File: src/shared/scc_pkg.sv
package scc_pkg;

	// command codes of the word functions
	localparam logic [7:0] CMD_SPEC_REVISION_INFO    = 8'h11;
	localparam logic [7:0] CMD_OPERATING_CONTROL     = 8'h12;
	localparam logic [7:0] CMD_STATUS_FLAGS          = 8'h13;
	localparam logic [7:0] CMD_CURRENT_SETPOINT      = 8'h14;
	localparam logic [7:0] CMD_VOLTAGE_SETPOINT      = 8'h15;
	localparam logic [7:0] CMD_BATTERY_ALARM_INPUT   = 8'h16;
	localparam logic [7:0] CMD_EXTENDED_MODE_VERSION = 8'h3C;

	// own address byte returned on an alert response read
	localparam logic [7:0] ARA_ADDR_BYTE = 8'h12;

	// operating_control bit positions
	localparam int OC_CHARGE_HOLD     = 0;
	localparam int OC_POLL_REQUEST    = 1;
	localparam int OC_DEFAULT_RESTORE = 2;
	localparam int OC_SETPOINT_CLEAR  = 3;

	// status_flags bit positions
	localparam int ST_CHARGE_HOLD     = 0;
	localparam int ST_POLL            = 1;
	localparam int ST_VOLT_UNREG      = 2;
	localparam int ST_CURR_UNREG      = 3;
	localparam int ST_LEVEL           = 4;
	localparam int ST_VOLT_OVERRANGE  = 6;
	localparam int ST_CURR_OVERRANGE  = 7;
	localparam int ST_SENSE_OPEN      = 8;
	localparam int ST_SENSE_COLD      = 9;
	localparam int ST_SENSE_HOT       = 10;
	localparam int ST_SENSE_UNDER     = 11;
	localparam int ST_ALARM_HOLD      = 12;
	localparam int ST_SUPPLY_LOW      = 13;
	localparam int ST_PACK_DETECT     = 14;
	localparam int ST_ADAPTER_DETECT  = 15;

	// extended_mode_version layout
	localparam int EX_PULSED_LOW_DISABLE = 12;

	// fixed read values
	localparam logic [15:0] SPEC_INFO_VALUE = 16'h0002;
	localparam logic        LEVEL2_BIT      = 1'b1;

	// battery alarm bits that inhibit charging (15..12)
	localparam logic [15:0] ALARM_INHIBIT_MASK = 16'hF000;

	// voltage codes up to this value count as zero
	localparam logic [15:0] VOLT_ZERO_BAND = 16'h049F;

	// current limits per limit select
	localparam logic [15:0] ILIM_0 = 16'h03FF;
	localparam logic [15:0] ILIM_1 = 16'h07FF;
	localparam logic [15:0] ILIM_2 = 16'h0BFF;
	localparam logic [15:0] ILIM_3 = 16'h0FFF;

	// voltage limits per limit select
	localparam logic [15:0] VLIM_0 = 16'h225F;
	localparam logic [15:0] VLIM_1 = 16'h332F;
	localparam logic [15:0] VLIM_2 = 16'h43FF;
	localparam logic [15:0] VLIM_3 = 16'h54CF;
	localparam logic [15:0] VLIM_4 = 16'h6D5F;

	// thermistor thresholds in ohms
	localparam logic [19:0] OHM_OPEN  = 20'd95000;
	localparam logic [19:0] OHM_COLD  = 20'd28500;
	localparam logic [19:0] OHM_HOT   = 20'd3150;
	localparam logic [19:0] OHM_UNDER = 20'd575;

	// reset values
	localparam logic        RST_CHARGE_HOLD = 1'b0;
	localparam logic        RST_ALERT       = 1'b1;
	localparam logic [15:0] RST_SETPOINT    = 16'h0000;
	localparam logic        RST_PULSED_LOW  = 1'b0;

	// clean thermistor samples needed before a pack counts as present
	localparam logic [1:0] PACK_GOOD_SAMPLES = 2'd2;

endpackage : scc_pkg

File: src/hdl/scc_regs.sv
`timescale 1ns/1ps
`default_nettype none

// Function
// - writes to the poll request bit of operating_control are dropped.
// - default_restore write returns mode, setpoint, overrange, alarm, alert and extended registers to power-on values; sensed flags keep theirs.
// - setpoint_clear zeroes both setpoints, even while charge_hold is set.
// - status charge_hold_flag mirrors the stored charge_hold bit, including its self-clearing and restore.
// - poll, voltage-unregulated and current-unregulated status bits always read zero.
// - status always reports a level 2 charger as a constant bit.
// - current overrange sets only above the limit; limit plus one sets it.
// - voltage overrange sets when setpoint reaches or exceeds the maximum voltage.
// - sense_open_flag sets above 95 kilohms, meaning no battery.
// - sense_cold_flag sets above 28.5 kilohms and whenever open is set.
// - sense_hot_flag sets below 3150 ohms and whenever underrange is set.
// - sense_underrange_flag sets only below 575 ohms.
// - alarm hold sets on inhibiting alarm; clears on both setpoints, adapter loss, removal.
// - alert pull-down asserts whenever alarm_hold_flag becomes set.
// - supply_low_flag on poor supply or external enable low; disables charging.
// - supply_low leaves stored setpoints and charging modes untouched.
// - pack_detect_flag clears on the same sample that shows an open thermistor.
// - pack_detect_flag sets only after two successive non-open samples.
// - without adapter, pack detection may lag up to half a second.
// - pack detect clearing zeroes both setpoints; no charging while it is clear.
// - alert pull-down asserts on every change of pack_detect_flag.
// - adapter_detect_flag follows the adapter comparator; not a supply guarantee.
// - charge_hold clears itself on power return or battery reinsertion.
// - any of alarm bits 15..12 inhibits charging and sets alarm hold.
// - alert response read during alert returns own address byte.
// - alert releases after a status read or an alert response transaction.
module scc_regs #(
	parameter logic [11:0] VERSION_ID = 12'h0A5 // arbitrary value
) (
	// clock and reset
	input  wire logic        mclk,
	input  wire logic        resetn,
	input  wire logic        clk_en,
	// command port from the bus interface
	input  wire logic        cmd_wr,
	input  wire logic        cmd_rd,
	input  wire logic        ara_rd,
	input  wire logic [7:0]  cmd_code,
	input  wire logic [15:0] cmd_wdata,
	output logic [15:0]      rd_data,
	output logic             rd_valid,
	output logic             rd_err,
	// limit straps
	input  wire logic [1:0]  ilim_sel,
	input  wire logic [2:0]  vlim_sel,
	// thermistor sample
	input  wire logic        therm_stb,
	input  wire logic [19:0] therm_ohms,
	// supply sensing
	input  wire logic        adapter_sense_input,
	input  wire logic        input_supply_pin,
	// charge enable open-drain pin
	input  wire logic        charge_enable_pin_in,
	output logic             charge_enable_pin_out,
	output logic             charge_enable_pin_oe_n,
	// alert open-drain pin
	output logic             alert_out,
	output logic             alert_oe_n,
	// charger controls
	output logic [15:0]      curr_dac,
	output logic [15:0]      volt_dac,
	output logic             charge_permit,
	output logic             pulsed_low_current_disable
);

	// sensed flags
	logic sense_open;
	logic sense_cold;
	logic sense_hot;
	logic sense_under;
	logic pack_detect;

	scc_sense u_sense (
		.mclk                  (mclk),
		.resetn                (resetn),
		.clk_en                (clk_en),
		.sample_stb            (therm_stb),
		.therm_ohms            (therm_ohms),
		.sense_open_flag       (sense_open),
		.sense_cold_flag       (sense_cold),
		.sense_hot_flag        (sense_hot),
		.sense_underrange_flag (sense_under),
		.pack_detect_flag      (pack_detect)
	);

	// state
	logic        charge_hold_r;
	logic        charge_hold_nxt;
	logic [15:0] curr_set_r;
	logic [15:0] curr_set_nxt;
	logic [15:0] volt_set_r;
	logic [15:0] volt_set_nxt;
	logic        curr_or_r;
	logic        curr_or_nxt;
	logic        volt_or_r;
	logic        volt_or_nxt;
	logic        alarm_hold_r;
	logic        alarm_hold_nxt;
	logic        cur_seen_r;
	logic        cur_seen_nxt;
	logic        volt_seen_r;
	logic        volt_seen_nxt;
	logic        alert_r;
	logic        alert_nxt;
	logic        pulsed_low_r;
	logic        pulsed_low_nxt;
	logic        pack_prev_r;
	logic        adapter_prev_r;

	// decode
	logic wr_mode;
	logic wr_curr;
	logic wr_volt;
	logic wr_alarm;
	logic wr_ext;
	logic restore;
	logic zero_set;
	logic rd_spec;
	logic rd_status;
	logic rd_ext;
	logic rd_hit;
	logic ara_hit;

	assign wr_mode  = cmd_wr && (cmd_code == scc_pkg::CMD_OPERATING_CONTROL);
	assign wr_curr  = cmd_wr && (cmd_code == scc_pkg::CMD_CURRENT_SETPOINT);
	assign wr_volt  = cmd_wr && (cmd_code == scc_pkg::CMD_VOLTAGE_SETPOINT);
	assign wr_alarm = cmd_wr && (cmd_code == scc_pkg::CMD_BATTERY_ALARM_INPUT);
	assign wr_ext   = cmd_wr && (cmd_code == scc_pkg::CMD_EXTENDED_MODE_VERSION);
	assign restore  = wr_mode && cmd_wdata[scc_pkg::OC_DEFAULT_RESTORE];
	assign zero_set = wr_mode && cmd_wdata[scc_pkg::OC_SETPOINT_CLEAR];

	assign rd_spec   = cmd_rd && (cmd_code == scc_pkg::CMD_SPEC_REVISION_INFO);
	assign rd_status = cmd_rd && (cmd_code == scc_pkg::CMD_STATUS_FLAGS);
	assign rd_ext    = cmd_rd && (cmd_code == scc_pkg::CMD_EXTENDED_MODE_VERSION);
	assign rd_hit    = rd_spec || rd_status || rd_ext;
	assign ara_hit   = ara_rd && alert_r;

	// limits
	logic [15:0] curr_max;
	logic [15:0] volt_max;

	assign curr_max = (ilim_sel == 2'd0) ? scc_pkg::ILIM_0 :
		(ilim_sel == 2'd1) ? scc_pkg::ILIM_1 :
		(ilim_sel == 2'd2) ? scc_pkg::ILIM_2 : scc_pkg::ILIM_3;
	assign volt_max = (vlim_sel == 3'd0) ? scc_pkg::VLIM_0 :
		(vlim_sel == 3'd1) ? scc_pkg::VLIM_1 :
		(vlim_sel == 3'd2) ? scc_pkg::VLIM_2 :
		(vlim_sel == 3'd3) ? scc_pkg::VLIM_3 : scc_pkg::VLIM_4;

	// setpoint conditioning: out of range values are clipped to the limit
	logic        curr_over;
	logic        volt_over;
	logic [15:0] curr_clip;
	logic [15:0] volt_clip;

	assign curr_over = cmd_wdata > curr_max;
	assign volt_over = cmd_wdata >= volt_max;
	assign curr_clip = curr_over ? curr_max : cmd_wdata;
	assign volt_clip = volt_over ? volt_max :
		(cmd_wdata <= scc_pkg::VOLT_ZERO_BAND) ? 16'h0000 : cmd_wdata;

	// supply and presence events
	logic ext_enable_low;
	logic supply_low;
	logic adapter_detect;
	logic adapter_rise;
	logic adapter_fall;
	logic pack_rise;
	logic pack_fall;
	logic alarm_inhibit;

	// the own pull-down is excluded so that disabling does not latch itself
	assign ext_enable_low = !charge_enable_pin_in && charge_enable_pin_oe_n;
	assign supply_low     = !input_supply_pin || ext_enable_low;
	assign adapter_detect = adapter_sense_input;
	assign adapter_rise   = adapter_detect && !adapter_prev_r;
	assign adapter_fall   = !adapter_detect && adapter_prev_r;
	assign pack_rise      = pack_detect && !pack_prev_r;
	assign pack_fall      = !pack_detect && pack_prev_r;
	assign alarm_inhibit  = wr_alarm && |(cmd_wdata & scc_pkg::ALARM_INHIBIT_MASK);

	// mode bits; poll request is never stored
	assign charge_hold_nxt = restore ? scc_pkg::RST_CHARGE_HOLD :
		(adapter_rise || pack_rise) ? 1'b0 :
		wr_mode ? cmd_wdata[scc_pkg::OC_CHARGE_HOLD] : charge_hold_r;

	// setpoints: supply_low has no say here
	assign curr_set_nxt = (restore || zero_set || pack_fall) ? scc_pkg::RST_SETPOINT :
		wr_curr ? curr_clip : curr_set_r;
	assign volt_set_nxt = (restore || zero_set || pack_fall) ? scc_pkg::RST_SETPOINT :
		wr_volt ? volt_clip : volt_set_r;
	assign curr_or_nxt = restore ? 1'b0 : wr_curr ? curr_over : curr_or_r;
	assign volt_or_nxt = restore ? 1'b0 : wr_volt ? volt_over : volt_or_r;

	// alarm hold: a new inhibiting alarm wins over any clear in the same cycle
	logic alarm_clear;

	assign cur_seen_nxt  = (alarm_inhibit || alarm_clear || restore) ? 1'b0 :
		(wr_curr ? 1'b1 : cur_seen_r);
	assign volt_seen_nxt = (alarm_inhibit || alarm_clear || restore) ? 1'b0 :
		(wr_volt ? 1'b1 : volt_seen_r);
	assign alarm_clear = ((cur_seen_r || wr_curr) && (volt_seen_r || wr_volt)) ||
		adapter_fall || pack_fall;
	assign alarm_hold_nxt = alarm_inhibit ? 1'b1 :
		(alarm_clear || restore) ? 1'b0 : alarm_hold_r;

	// alert: any trigger beats a release in the same cycle and holds until released
	logic alert_set;
	logic alert_release;

	assign alert_set = (alarm_inhibit && !alarm_hold_r) ||
		pack_rise || pack_fall ||
		adapter_rise || adapter_fall || restore;
	assign alert_release = rd_status || ara_hit;
	assign alert_nxt = alert_set ? 1'b1 : alert_release ? 1'b0 : alert_r;

	assign pulsed_low_nxt = restore ? scc_pkg::RST_PULSED_LOW :
		wr_ext ? cmd_wdata[scc_pkg::EX_PULSED_LOW_DISABLE] : pulsed_low_r;

	// charging is only permitted with a pack, a supply and no hold of any kind
	logic permit_nxt;

	assign permit_nxt = pack_detect && !supply_low && !charge_hold_r &&
		!alarm_hold_r && !sense_hot && (curr_set_r != 16'h0000) &&
		(volt_set_r != 16'h0000);

	// read words
	logic [15:0] status_word;
	logic [15:0] ext_word;
	logic [15:0] rd_word;

	always_comb begin
		status_word = 16'h0000;
		status_word[scc_pkg::ST_CHARGE_HOLD]    = charge_hold_r;
		status_word[scc_pkg::ST_LEVEL]          = scc_pkg::LEVEL2_BIT;
		status_word[scc_pkg::ST_VOLT_OVERRANGE] = volt_or_r;
		status_word[scc_pkg::ST_CURR_OVERRANGE] = curr_or_r;
		status_word[scc_pkg::ST_SENSE_OPEN]     = sense_open;
		status_word[scc_pkg::ST_SENSE_COLD]     = sense_cold;
		status_word[scc_pkg::ST_SENSE_HOT]      = sense_hot;
		status_word[scc_pkg::ST_SENSE_UNDER]    = sense_under;
		status_word[scc_pkg::ST_ALARM_HOLD]     = alarm_hold_r;
		status_word[scc_pkg::ST_SUPPLY_LOW]     = supply_low;
		status_word[scc_pkg::ST_PACK_DETECT]    = pack_detect;
		status_word[scc_pkg::ST_ADAPTER_DETECT] = adapter_detect;
	end

	always_comb begin
		ext_word = {4'h0, VERSION_ID};
		ext_word[scc_pkg::EX_PULSED_LOW_DISABLE] = pulsed_low_r;
	end

	assign rd_word = ara_hit ? {8'h00, scc_pkg::ARA_ADDR_BYTE} :
		rd_status ? status_word :
		rd_ext ? ext_word :
		rd_spec ? scc_pkg::SPEC_INFO_VALUE : 16'h0000;

	// control registers
	always_ff @(posedge mclk or negedge resetn) begin
		if (!resetn) begin
			charge_hold_r <= scc_pkg::RST_CHARGE_HOLD;
			curr_set_r    <= scc_pkg::RST_SETPOINT;
			volt_set_r    <= scc_pkg::RST_SETPOINT;
			curr_or_r     <= 1'b0;
			volt_or_r     <= 1'b0;
			pulsed_low_r  <= scc_pkg::RST_PULSED_LOW;
		end else if (clk_en) begin
			charge_hold_r <= charge_hold_nxt;
			curr_set_r    <= curr_set_nxt;
			volt_set_r    <= volt_set_nxt;
			curr_or_r     <= curr_or_nxt;
			volt_or_r     <= volt_or_nxt;
			pulsed_low_r  <= pulsed_low_nxt;
		end
	end

	// event registers; power-on raises the alert
	always_ff @(posedge mclk or negedge resetn) begin
		if (!resetn) begin
			alarm_hold_r   <= 1'b0;
			cur_seen_r     <= 1'b0;
			volt_seen_r    <= 1'b0;
			alert_r        <= scc_pkg::RST_ALERT;
			pack_prev_r    <= 1'b0;
			adapter_prev_r <= 1'b0;
		end else if (clk_en) begin
			alarm_hold_r   <= alarm_hold_nxt;
			cur_seen_r     <= cur_seen_nxt;
			volt_seen_r    <= volt_seen_nxt;
			alert_r        <= alert_nxt;
			pack_prev_r    <= pack_detect;
			adapter_prev_r <= adapter_detect;
		end
	end

	// read answer registers
	always_ff @(posedge mclk or negedge resetn) begin
		if (!resetn) begin
			rd_data  <= 16'h0000;
			rd_valid <= 1'b0;
			rd_err   <= 1'b0;
		end else if (clk_en) begin
			rd_data  <= rd_word;
			rd_valid <= rd_hit || ara_hit;
			rd_err   <= (cmd_rd && !rd_hit) || (ara_rd && !alert_r);
		end
	end

	// pin drivers; charge enable pulled low whenever charging is not permitted
	always_ff @(posedge mclk or negedge resetn) begin
		if (!resetn) begin
			alert_out              <= 1'b0;
			alert_oe_n             <= 1'b0;
			charge_enable_pin_out  <= 1'b0;
			charge_enable_pin_oe_n <= 1'b0;
			charge_permit          <= 1'b0;
			curr_dac               <= 16'h0000;
			volt_dac               <= 16'h0000;
			pulsed_low_current_disable <= 1'b0;
		end else if (clk_en) begin
			alert_out              <= 1'b0;
			alert_oe_n             <= !alert_nxt;
			charge_enable_pin_out  <= 1'b0;
			charge_enable_pin_oe_n <= permit_nxt;
			charge_permit          <= permit_nxt;
			curr_dac               <= curr_set_nxt;
			volt_dac               <= volt_set_nxt;
			pulsed_low_current_disable <= pulsed_low_nxt;
		end
	end

	// presence timing without adapter is set by the sample rate upstream

endmodule : scc_regs

`default_nettype wire

File: src/hdl/scc_sense.sv
`timescale 1ns/1ps
`default_nettype none

// thermistor decoder: classifies each resistance sample and filters pack presence
module scc_sense (
	// clock and reset
	input  wire logic        mclk,
	input  wire logic        resetn,
	input  wire logic        clk_en,
	// decoded thermistor sample
	input  wire logic        sample_stb,
	input  wire logic [19:0] therm_ohms,
	// classification
	output logic             sense_open_flag,
	output logic             sense_cold_flag,
	output logic             sense_hot_flag,
	output logic             sense_underrange_flag,
	output logic             pack_detect_flag
);

	logic       is_open;
	logic       is_cold;
	logic       is_hot;
	logic       is_under;
	logic [1:0] good_cnt_r;
	logic [1:0] good_cnt_nxt;
	logic       pack_nxt;

	assign is_open  = therm_ohms > scc_pkg::OHM_OPEN;
	assign is_cold  = (therm_ohms > scc_pkg::OHM_COLD) | is_open;
	assign is_under = therm_ohms < scc_pkg::OHM_UNDER;
	assign is_hot   = (therm_ohms < scc_pkg::OHM_HOT) | is_under;

	// open clears presence on the same sample; two clean samples in a row set it
	assign good_cnt_nxt = is_open ? 2'd0 :
		(good_cnt_r == scc_pkg::PACK_GOOD_SAMPLES) ? good_cnt_r : good_cnt_r + 2'd1;
	assign pack_nxt = (good_cnt_nxt == scc_pkg::PACK_GOOD_SAMPLES);

	always_ff @(posedge mclk or negedge resetn) begin
		if (!resetn) begin
			sense_open_flag       <= 1'b1;
			sense_cold_flag       <= 1'b1;
			sense_hot_flag        <= 1'b0;
			sense_underrange_flag <= 1'b0;
			pack_detect_flag      <= 1'b0;
			good_cnt_r            <= 2'd0;
		end else if (clk_en && sample_stb) begin
			sense_open_flag       <= is_open;
			sense_cold_flag       <= is_cold;
			sense_hot_flag        <= is_hot;
			sense_underrange_flag <= is_under;
			good_cnt_r            <= good_cnt_nxt;
			pack_detect_flag      <= pack_nxt;
		end
	end

endmodule : scc_sense

`default_nettype wire

File: config.mk
export PLATFORM = sky130hd
export DESIGN_NAME = scc_regs
export DESIGN_NICKNAME = d
export VERILOG_FILES = /design/src/shared/scc_pkg.sv /design/src/hdl/scc_regs.sv /design/src/hdl/scc_sense.sv
export SDC_FILE = /design/constraint.sdc
export NUM_CORES = 1
export LEC_CHECK = 0
export ABC_AREA = 1
export BUFFER_PORTS_ARGS = -buffer_cell sky130_fd_sc_hd__buf_4
export CAP_MARGIN = 20
export CORE_UTILIZATION = 30
export DETAILED_ROUTE_END_ITERATION = 7
export RECOVER_POWER = 25
export SLEW_MARGIN = 20
export SYNTH_ARGS = -nofsm -noshare
export SYNTH_HDL_FRONTEND = slang
export SYNTH_SLANG_ARGS = --single-unit
File: constraint.sdc
create_clock -name mclk -period 1.2 [get_ports mclk]
set_input_delay 0.06 -clock mclk [delete_from_list [all_inputs] [get_ports mclk]]
set_output_delay 0.06 -clock mclk [all_outputs]
set_load 0.05 [all_outputs]
## Word level (Yosys, flattened, before mapping)

Cells that the tools add are included.
Widths: inputs -> output; s select.

- Input port bits: 59
- Output and inout bits: 56
- Word-level logic and storage cells: 169
- Flip-flop bits (word level): 69

- Equality and inequality tests: 14
- Reductions and logical operators: 85
- Mux-type cells: 37
- Add/subtract/negate cells: 1
- Bitwise gates (word level): 2
- Order comparisons: 7

Operator list:

| operator | count |
|---|---|
| $mux 16 | 9 |
| $eq 8x5->1 const B | 6 |
| $reduce_bool 16->1 | 2 |
| $mux 15 | 2 |
| $logic_and 1x1->1 | 28 |
| $mux 14 | 2 |
| $mux 12 | 2 |
| $logic_or 1x1->1 | 21 |
| $gt 20x15->1 const B | 1 |
| $gt 20x17->1 const B | 1 |
| $lt 20x10->1 const B | 1 |
| $lt 20x12->1 const B | 1 |
| $reduce_and 2->1 | 9 |
| $mux 1 | 17 |
| $ge 16x15->1 | 1 |
| $gt 16x12->1 | 1 |
| $le 16x11->1 const B | 1 |
| $reduce_bool 2->1 | 8 |
| $logic_not 1->1 | 13 |
| $mux 13 | 1 |
| $mux 11 | 1 |
| $eq 8x6->1 const B | 1 |
| $eq 2x2->1 const B | 3 |
| $eq 3x2->1 const B | 2 |
| 9 further kinds | 12 |

## Logic depth before layout (Yosys ltp)

Gate-level depths: netlist of run 1.

- Depth in word-level cells: 11
- Depth in mapped cells: 17
- Mapped depth without buffers: 17

## Cells and area by module

Synthesis of run 1 repeated with hierarchy kept, for this count alone.

- Cell total of the unflattened synthesis: 580
- Area total of the unflattened synthesis: 4219.0 µm²

By module, submodules not included:

| module | instances | cells an instance | seq. area each (µm²) | area each (µm²) |
|---|---|---|---|---|
| scc_regs | 1 | 483 | 1502.7 | 3578.4 |
| scc_sense | 1 | 97 | 177.7 | 640.6 |

## Worst setup path after synthesis of run 1

OpenSTA, ideal clock, no wires.

- Path kind: input to register
- From: input port vlim_sel[2]
- To: register volt_dac[6]
- Path buffers: 1
- Library setup time: 118 ps
- Cell stages on the path: 15
- Path slack: -508 ps
- Required time: 1082 ps
- Arrival: 1590 ps
- Path through: inv_1 > nand2_1 > inv_1 > a21oi_1 > inv_1 > ha_1 > nand2_1 > nand3b_1 > nor2_1 > nand2_1 > nand2_2 > buf_4 > nand2_1 > nand3_1 > nand2_1

- Cells in the longest elaborated chain, start to end: 9
- Elaborated cells between the ends (all ways): 12
- Classes of those cells: order compare: 1; eq/ne: 3; mux: 7; reduce/logical: 1

RTL lines:

| element | RTL line | RTL |
|---|---|---|
| from (decl) | scc_regs.sv:49 | `input wire logic [2:0] vlim_sel,` |
| $eq 3x2->1 | scc_regs.sv:152 | `(vlim_sel == 3'd3) ? scc_pkg::VLIM_3 : scc_pkg::VLIM_4;` |
| $mux 14 | scc_regs.sv:152 |  |
| $mux 14 | scc_regs.sv:151 | `(vlim_sel == 3'd2) ? scc_pkg::VLIM_2 :` |
| $mux 15 | scc_regs.sv:150 | `(vlim_sel == 3'd1) ? scc_pkg::VLIM_1 :` |
| $mux 15 * | scc_regs.sv:149 | `assign volt_max = (vlim_sel == 3'd0) ? scc_pkg::VLIM_0 :` |
| $ge 16x15->1 | scc_regs.sv:161 | `assign volt_over = cmd_wdata >= volt_max;` |
| $mux 16 * | scc_regs.sv:163 | `assign volt_clip = volt_over ? volt_max :` |
| $mux 16 * | scc_regs.sv:195 | `wr_volt ? volt_clip : volt_set_r;` |
| $mux 16 * | scc_regs.sv:194 | `assign volt_set_nxt = (restore \|\| zero_set \|\| pack_fall) ? scc_pkg::RST_SETPOINT :` |
| to (signal assigned) | scc_regs.sv:331 | `volt_dac <= volt_set_nxt;` |
| to (decl) | scc_regs.sv:65 | `output logic [15:0] volt_dac,` |

Mark *: on every way between the ends. The rest lies on a longest branch, timed or not. The select of a mux whose other input is x is not followed.
A chain may end at the register's enable or synchronous reset.

## Worst setup path after layout of run 1

- From: input port vlim_sel[0]
- To: register volt_dac[11]

The elaborated chain is that of the path after synthesis.

==> flow_metrics.tcl, run 1 <==
set metrics [dict create \
    r2r_cells 6 \
    leakagePower_nw 3.53 \
    vias_per_cell 4.63 \
    setup_viol 17 \
    rows 42 \
    critPathLaunch "vlim_sel[0]" \
    cts_buffer_depth 2 \
    core_um2 13300 \
    detailed_place.area_um2 5950 \
    power_mw 6.65 \
    dp_slack_ps -797 \
    cts_buffers 9 \
    htreeDepth 3 \
    syn_inst 562 \
    min_path_type "in2reg" \
    ys_seq_elements 67 \
    fin_nets 863 \
    drive_above_1_share_pct 46.8 \
    yosys_warnings 0 \
    grt_usage_pct 19.0 \
    startpoint_type "primary input" \
    synth-edff-count 0 \
    fillers 1325 \
    vias 4500 \
    portBuffers 111 \
    endpoint "volt_dac[11]$_DFFE_PN0P_" \
    clkTransAtPathRegs_ps 60 \
    gr-total-overflow 0 \
    p_per_area_nw_per_um2 979 \
    cts_tree "built" \
    wl_per_cell_um 13.8 \
    dieArea_um2 14300 \
    timing_hold_violations_final 0 \
    die_y_um 120 \
    slew_headroom_pct 63.5 \
    vdd_drop_max_mv 0.732 \
    arrival_ps 1810 \
    fin_area_um2 6790 \
    worst_slack_ps -341 \
    io_pins 115 \
    wirelength_mm 13.4 \
    synthesis.area_um2 4150 \
    violations "setup timing" \
    place_congestion 0.870 \
    tightest_slew_ps 547 \
    insertion_delay_ps 330 \
    dr.first_iter.drc_count 220 \
    drv_slew 0 \
    clock_skew_ps 9.06 \
    drc_errors 0 \
    ys_seq_area_share_pct 40.5 \
    root_buffer "clkbuf_16" \
    numPlacedInstances 935 \
    diodes 0 \
    hpwl_mm 10.2 \
    synthToLayoutAreaGrowth_pct 63.8 \
    reg2reg_from "pack_prev_r$_DFFE_PN0P_" \
    drv_cap 0 \
    fin_cells 971 \
    reg2reg_slack_ps -100 \
    timing.rr.end "volt_dac[2]$_DFFE_PN0P_" \
    antenna_found_initial 0 \
    cp-end-kind "register" \
    criticalPathCategory "in2reg" \
    async_reset_ff_share_pct 100 \
    synth_ff_type "dfrtp_1" \
    grt_max_degree 32 \
    fin_crit_sh_pct 128 \
    fin_crit_ps 1540 \
    start_util_pct 31.1 \
    dieWidth_um 120 \
    grt_setup_unrepaired "yes" \
    status "complete, but fails checks" \
    required_ps 1460 \
    cts_sinks 67 \
    max_freq_mhz 649 \
    synth.distinct_cells 45 \
    grt_pass1_vias 4467 \
    syn_area_per_cell_um2 7.38 \
    first_pass_iters 4 \
    crit_fanout 6 \
    fin_util_pct 50.9 \
    grt_pass1_wl_mm 21.5 \
    antenna_left 0 \
]
## sequential cells by signal, indices dropped and copies added, names as in the netlist, 2 cells and up
signal,flops
curr_dac,16
volt_dac,16
rd_data,14
u_sense.good_cnt_r,2
## cells in the mapped netlist (2+ instances only)
cell type | instances | area share, %
nand2_1 | 150 | 14
inv_1 | 82 | 7.4
dfrtp_1 | 64 | 39
nand3_1 | 60 | 7.2
nor2_1 | 48 | 4.3
o21ai_0 | 38 | 4.6
a21oi_1 | 14 | 1.7
ha_1 | 14 | 4.2
buf_4 | 8 | 1.4
nand4_1 | 8 | 1.2
nor3_1 | 7 | 0.85
nor4_1 | 7 | 1.1
a32o_1 | 4 | 0.97
inv_2 | 4 | 0.36
nand2_2 | 4 | 0.60
nand3b_1 | 4 | 0.72
nor2_4 | 4 | 1.1
o21ai_1 | 4 | 0.48
buf_6 | 3 | 0.81
dfstp_2 | 3 | 1.9
nor2_2 | 3 | 0.45
nor2_8 | 3 | 1.4
a22oi_1 | 2 | 0.36
clkbuf_1 | 2 | 0.18
o22ai_1 | 2 | 0.30
## routing by layer
layer  share of wire (%)  global-route usage [%]  vias to the layer above
li1                    -                       -                     2273
met4                 2.3                    6.80                        0
met1                  44                    24.2                     2102
met2                  49                    31.8                      105
met5                   0                       0                        -
met3                 4.1                    3.71                       20
## placed cells by master (no fill, tap or decap), types with 12 or more instances in the layout
cell type	count
buf_4	213
nand2_1	134
inv_1	68
nor2_1	43
dfrtp_1	40
nand3_1	39
o21ai_1	24
dfrtp_2	24
nand3_2	21
o21ai_0	17
inv_2	14
nand2_2	12
## how the worst min path moves through the flow
stage | depth (start not counted) | slack, ps | endpoint | start
floorplan | 0 | -240 | adapter_prev_r$_DFFE_PN0P_ | resetn
detailed placement | 1 | -30 | curr_dac[7]$_DFFE_PN0P_ | resetn
finish | 3 | 30 | rd_err$_DFFE_PN0P_ | cmd_rd
global placement | 1 | -40 | curr_dac[12]$_DFFE_PN0P_ | resetn
global route | 3 | 30 | rd_err$_DFFE_PN0P_ | cmd_rd
CTS | 3 | 20 | rd_err$_DFFE_PN0P_ | cmd_rd
## worst max-delay path: stages
cell and delay, ps:
buf_6 70, clkinvlp_4 110, buf_12 150, nor2_4 120, buf_6 120, ha_1 220
nand2_1 80, nor2_1 50, nand2_1 80, nand3_2 100, nand2_2 110, nand2_4 90
buf_6 140, nor2_4 140, nand3_1 100, nand3_1 70
## area by class of cell
class,count,area (um2),area share (%)
repair buffers,230,1820,26.8
multi-input cells,394,2410,35.5
clock buffers,11,233,3.43
well taps,176,220,3.24
inverters,88,365,5.38
flip-flops and latches,67,1710,25.2
clock inverters,5,31.3,0.461
## metrics by stage
stage | TNS [ps] | hold WS, ps
global route | -7170 | 26.4
CTS | -4340 | 21.3
finish | -4960 | 30.8
global placement | -14810 | -35.3
detailed placement | -16460 | -26.4
floorplan | -5360 | -236
## kinds of logic after synthesis
kind of cell	share of synthesized area [%]
other	0.0905
adder cells (fa/ha/maj)	4.23
flip-flops	40.5
buffers and inverters	11.0
AO/OA/AOI/OAI	10.1
AND/OR/NAND/NOR	34.0
## what timing repair did
item / in CTS / in global routing
gates cloned: 0 / 2
setup buffers: 14 / 3
pin swaps: 20 / 33
hold buffers: 1 / 0
endpoints found under the setup margin: 45 / 46
resized for setup: 47 / 61
endpoints found under the hold margin: 64 / 0
## where the power goes
group          switching, mW  leakage (nW)  total, mW  internal [mW]
clock                  0.970         0.129       2.36           1.39
combinational           1.04          2.54       1.80          0.760
sequential            0.0831         0.858       2.48           2.40
(Power assumes the default switching activity.)
==> inputs of run 2 (changes only) <==
==> constraint.sdc (replaced) <==
create_clock -name mclk -period 1.8 [get_ports mclk]
set_input_delay 0.09 -clock mclk [delete_from_list [all_inputs] [get_ports mclk]]
set_output_delay 0.09 -clock mclk [all_outputs]
set_load 0.05 [all_outputs]
==> run 2 against run 1 <==
  * The run now ends clean
  * Design area is 17% lower
  * Clock skew is 0.57 ps higher
  * Critical path type unchanged
  * Clock power fell by 13%
  * Combinational power decreased by 48%
  * Sequential power down 33%
  * Clock-buffer cell count down 1
  * Register-to-register slack better by 400 ps
  * Critical endpoint is now volt_or_r$_DFFE_PN0P_
==> flow_metrics.tcl, run 2 (synthesis results as in run 1) <==
set metrics [dict create \
    seq_power_share_pct 35.6 \
    crit_slowest_cell "ha_1" \
    leakagePower_nw 3.01 \
    portBuffers 111 \
    rows 42 \
    htreeDepth 3 \
    antenna_found_initial 0 \
    cts_buffers 9 \
    fin_nets 765 \
    cts_sinks 67 \
    detailed_place.area_um2 5230 \
    core_um2 13300 \
    drive_above_1_share_pct 26.3 \
    power_mw 4.63 \
    worstSetupPathDepth 16 \
    vdd_drop_max_mv 0.419 \
    fin_cells 873 \
    tightest_slew_ps 1130 \
    worst-path-buf-inv 6 \
    drv_cap 0 \
    gr-total-overflow 0 \
    required_ps 2020 \
    criticalPathCategory "in2reg" \
    dieArea_um2 14300 \
    crit_fanout 7 \
    worst_slack_ps 167 \
    internal_power_mw 3.28 \
    dieWidth_um 120 \
    wirelength_mm 12.2 \
    finalSetupTns_ps 0 \
    p_per_area_nw_per_um2 821 \
    drv_slew 0 \
    fin_area_um2 5630 \
    critPathTopFamily "simple AND/OR/NAND/NOR gates" \
    insertion_delay_ps 330 \
    io_pins 115 \
    grt_pass1_vias 4065 \
    setup_viol 0 \
    arrival_ps 1850 \
    dp_slack_ps -291 \
    grt_setup_unrepaired "no" \
    max_stage_delay_ps 280 \
    r2r_cells 5 \
    status "finished, final reports clean" \
    startpoint_type "primary input" \
    fin_crit_ps 1630 \
    wl_per_cell_um 14.0 \
    drc_errors 0 \
    swShare_pct 29.1 \
    max_freq_mhz 612 \
    p_comb_share_pct 20.2 \
    vias_per_cell 4.75 \
    fin_crit_sh_pct 90.7 \
    reg_top3 "curr_dac (16), volt_dac (16), rd_data (14)" \
    first_pass_iters 5 \
    p_clk_share_pct 44.2 \
    min_path_type "in2reg" \
    final_common_cell "nand2_1" \
    diodes 0 \
    hpwl_mm 9.59 \
    numPlacedInstances 853 \
    whs_ps 28.4 \
    cp-end-kind "register" \
    whs_path_depth 3 \
    path_cells "buf_4 > inv_1 > nor3_1 > inv_1 > nand2_1 > inv_1 > ha_1 > nand2_1 > nor2_1 > nand2_1 > nand3_1 > nand2_1 > nand2_4 > buf_4 > o21bai_1 > inv_1" \
    antenna_left 0 \
    vias 4146 \
    timing_hold_violations_final 0 \
    root_buffer "clkbuf_16" \
    power_switching_mw 1.35 \
    cts_buffer_depth 2 \
    cts_tree "built" \
    clock_skew_ps 9.63 \
    start_util_pct 31.1 \
    slew_headroom_pct 24.6 \
    dr.first_iter.drc_count 327 \
    clkTransAtPathRegs_ps 60 \
    fin_util_pct 42.2 \
    layout_common_cells "150 x nand2_1, 128 x buf_4, 81 x inv_1" \
    place_congestion 0.903 \
    grt_max_degree 44 \
    synthToLayoutAreaGrowth_pct 35.9 \
    grt_usage_pct 17.7 \
    grt_pass1_wl_mm 20.0 \
    die_y_um 120 \
]
[run 2: changes by cell type in the layout (fill, tap and decap cells not counted), moves of 9 or more]
cell / change
buf_4: -85
buf_6: -11
dfrtp_1: +24
dfrtp_2: -24
inv_1: +13
inv_2: -9
nand2_1: +16
nand3_1: +21
nand3_2: -20
o21ai_0: +21
o21ai_1: -20
[run 2: area by class of cell]
class,count,area (um2)
timing repair buffer,132,1000
sequential,67,1680
inverter,88,333
fill,1404,7710
multi-input combinational,394,2050
tap,176,220
clock inverter,6,115
clock buffer,10,229
[run 2: per-layer routing]
| metal | vias to the layer above | track usage (%) | share of wire, % |
|---|---|---|---|
| met2 | 129 | 28.9 | 47 |
| met1 | 1937 | 23.6 | 46 |
| li1 | 2071 | - | - |
| met4 | 0 | 4.77 | 1.1 |
| met3 | 9 | 3.99 | 5.6 |
| met5 | - | 0 | 0 |
[run 2: final timing paths]
path | startpoint | to | slack (ps)
min in group asynchronous | resetn | curr_dac[15]$_DFFE_PN0P_ | 520
max | vlim_sel[0] | volt_or_r$_DFFE_PN0P_ | 170
max reg2reg | alert_r$_DFFE_PN1P_ | rd_data[12]$_DFFE_PN0P_ | 300
min | cmd_wdata[6] | curr_dac[6]$_DFFE_PN0P_ | 30
min reg2reg | alarm_hold_r$_DFFE_PN0P_ | alarm_hold_r$_DFFE_PN0P_ | 480
max in group asynchronous | resetn | u_sense.sense_open_flag$_DFFE_PN1P_ | 500
[run 2: what timing repair did]
action                                 4_1_cts  5_1_grt
endpoints found under the hold margin       40        0
buffers inserted                             0        2
setup endpoints to repair                    0       16
gates resized for setup                      0       10
hold buffers                                 1        0
[run 2: power groups by stage]
| stage | Combinational (mW) | Sequential [mW] | Clock [mW] |
|---|---|---|---|
| 2_1_floorplan | 0.326 | 1.87 | 0 |
| 3_3_place_gp | 0.907 | 1.67 | 0 |
| 3_5_place_dp | 0.918 | 1.67 | 0 |
| 4_1_cts | 0.923 | 1.65 | 2.08 |
| 5_1_grt | 1.02 | 1.66 | 2.16 |
| 6_report | 0.934 | 1.65 | 2.05 |
[run 2: tightest hold or removal path, stage by stage]
cell     delay (ps)
buf_4           100
o21ai_0          80
nand2_1          60
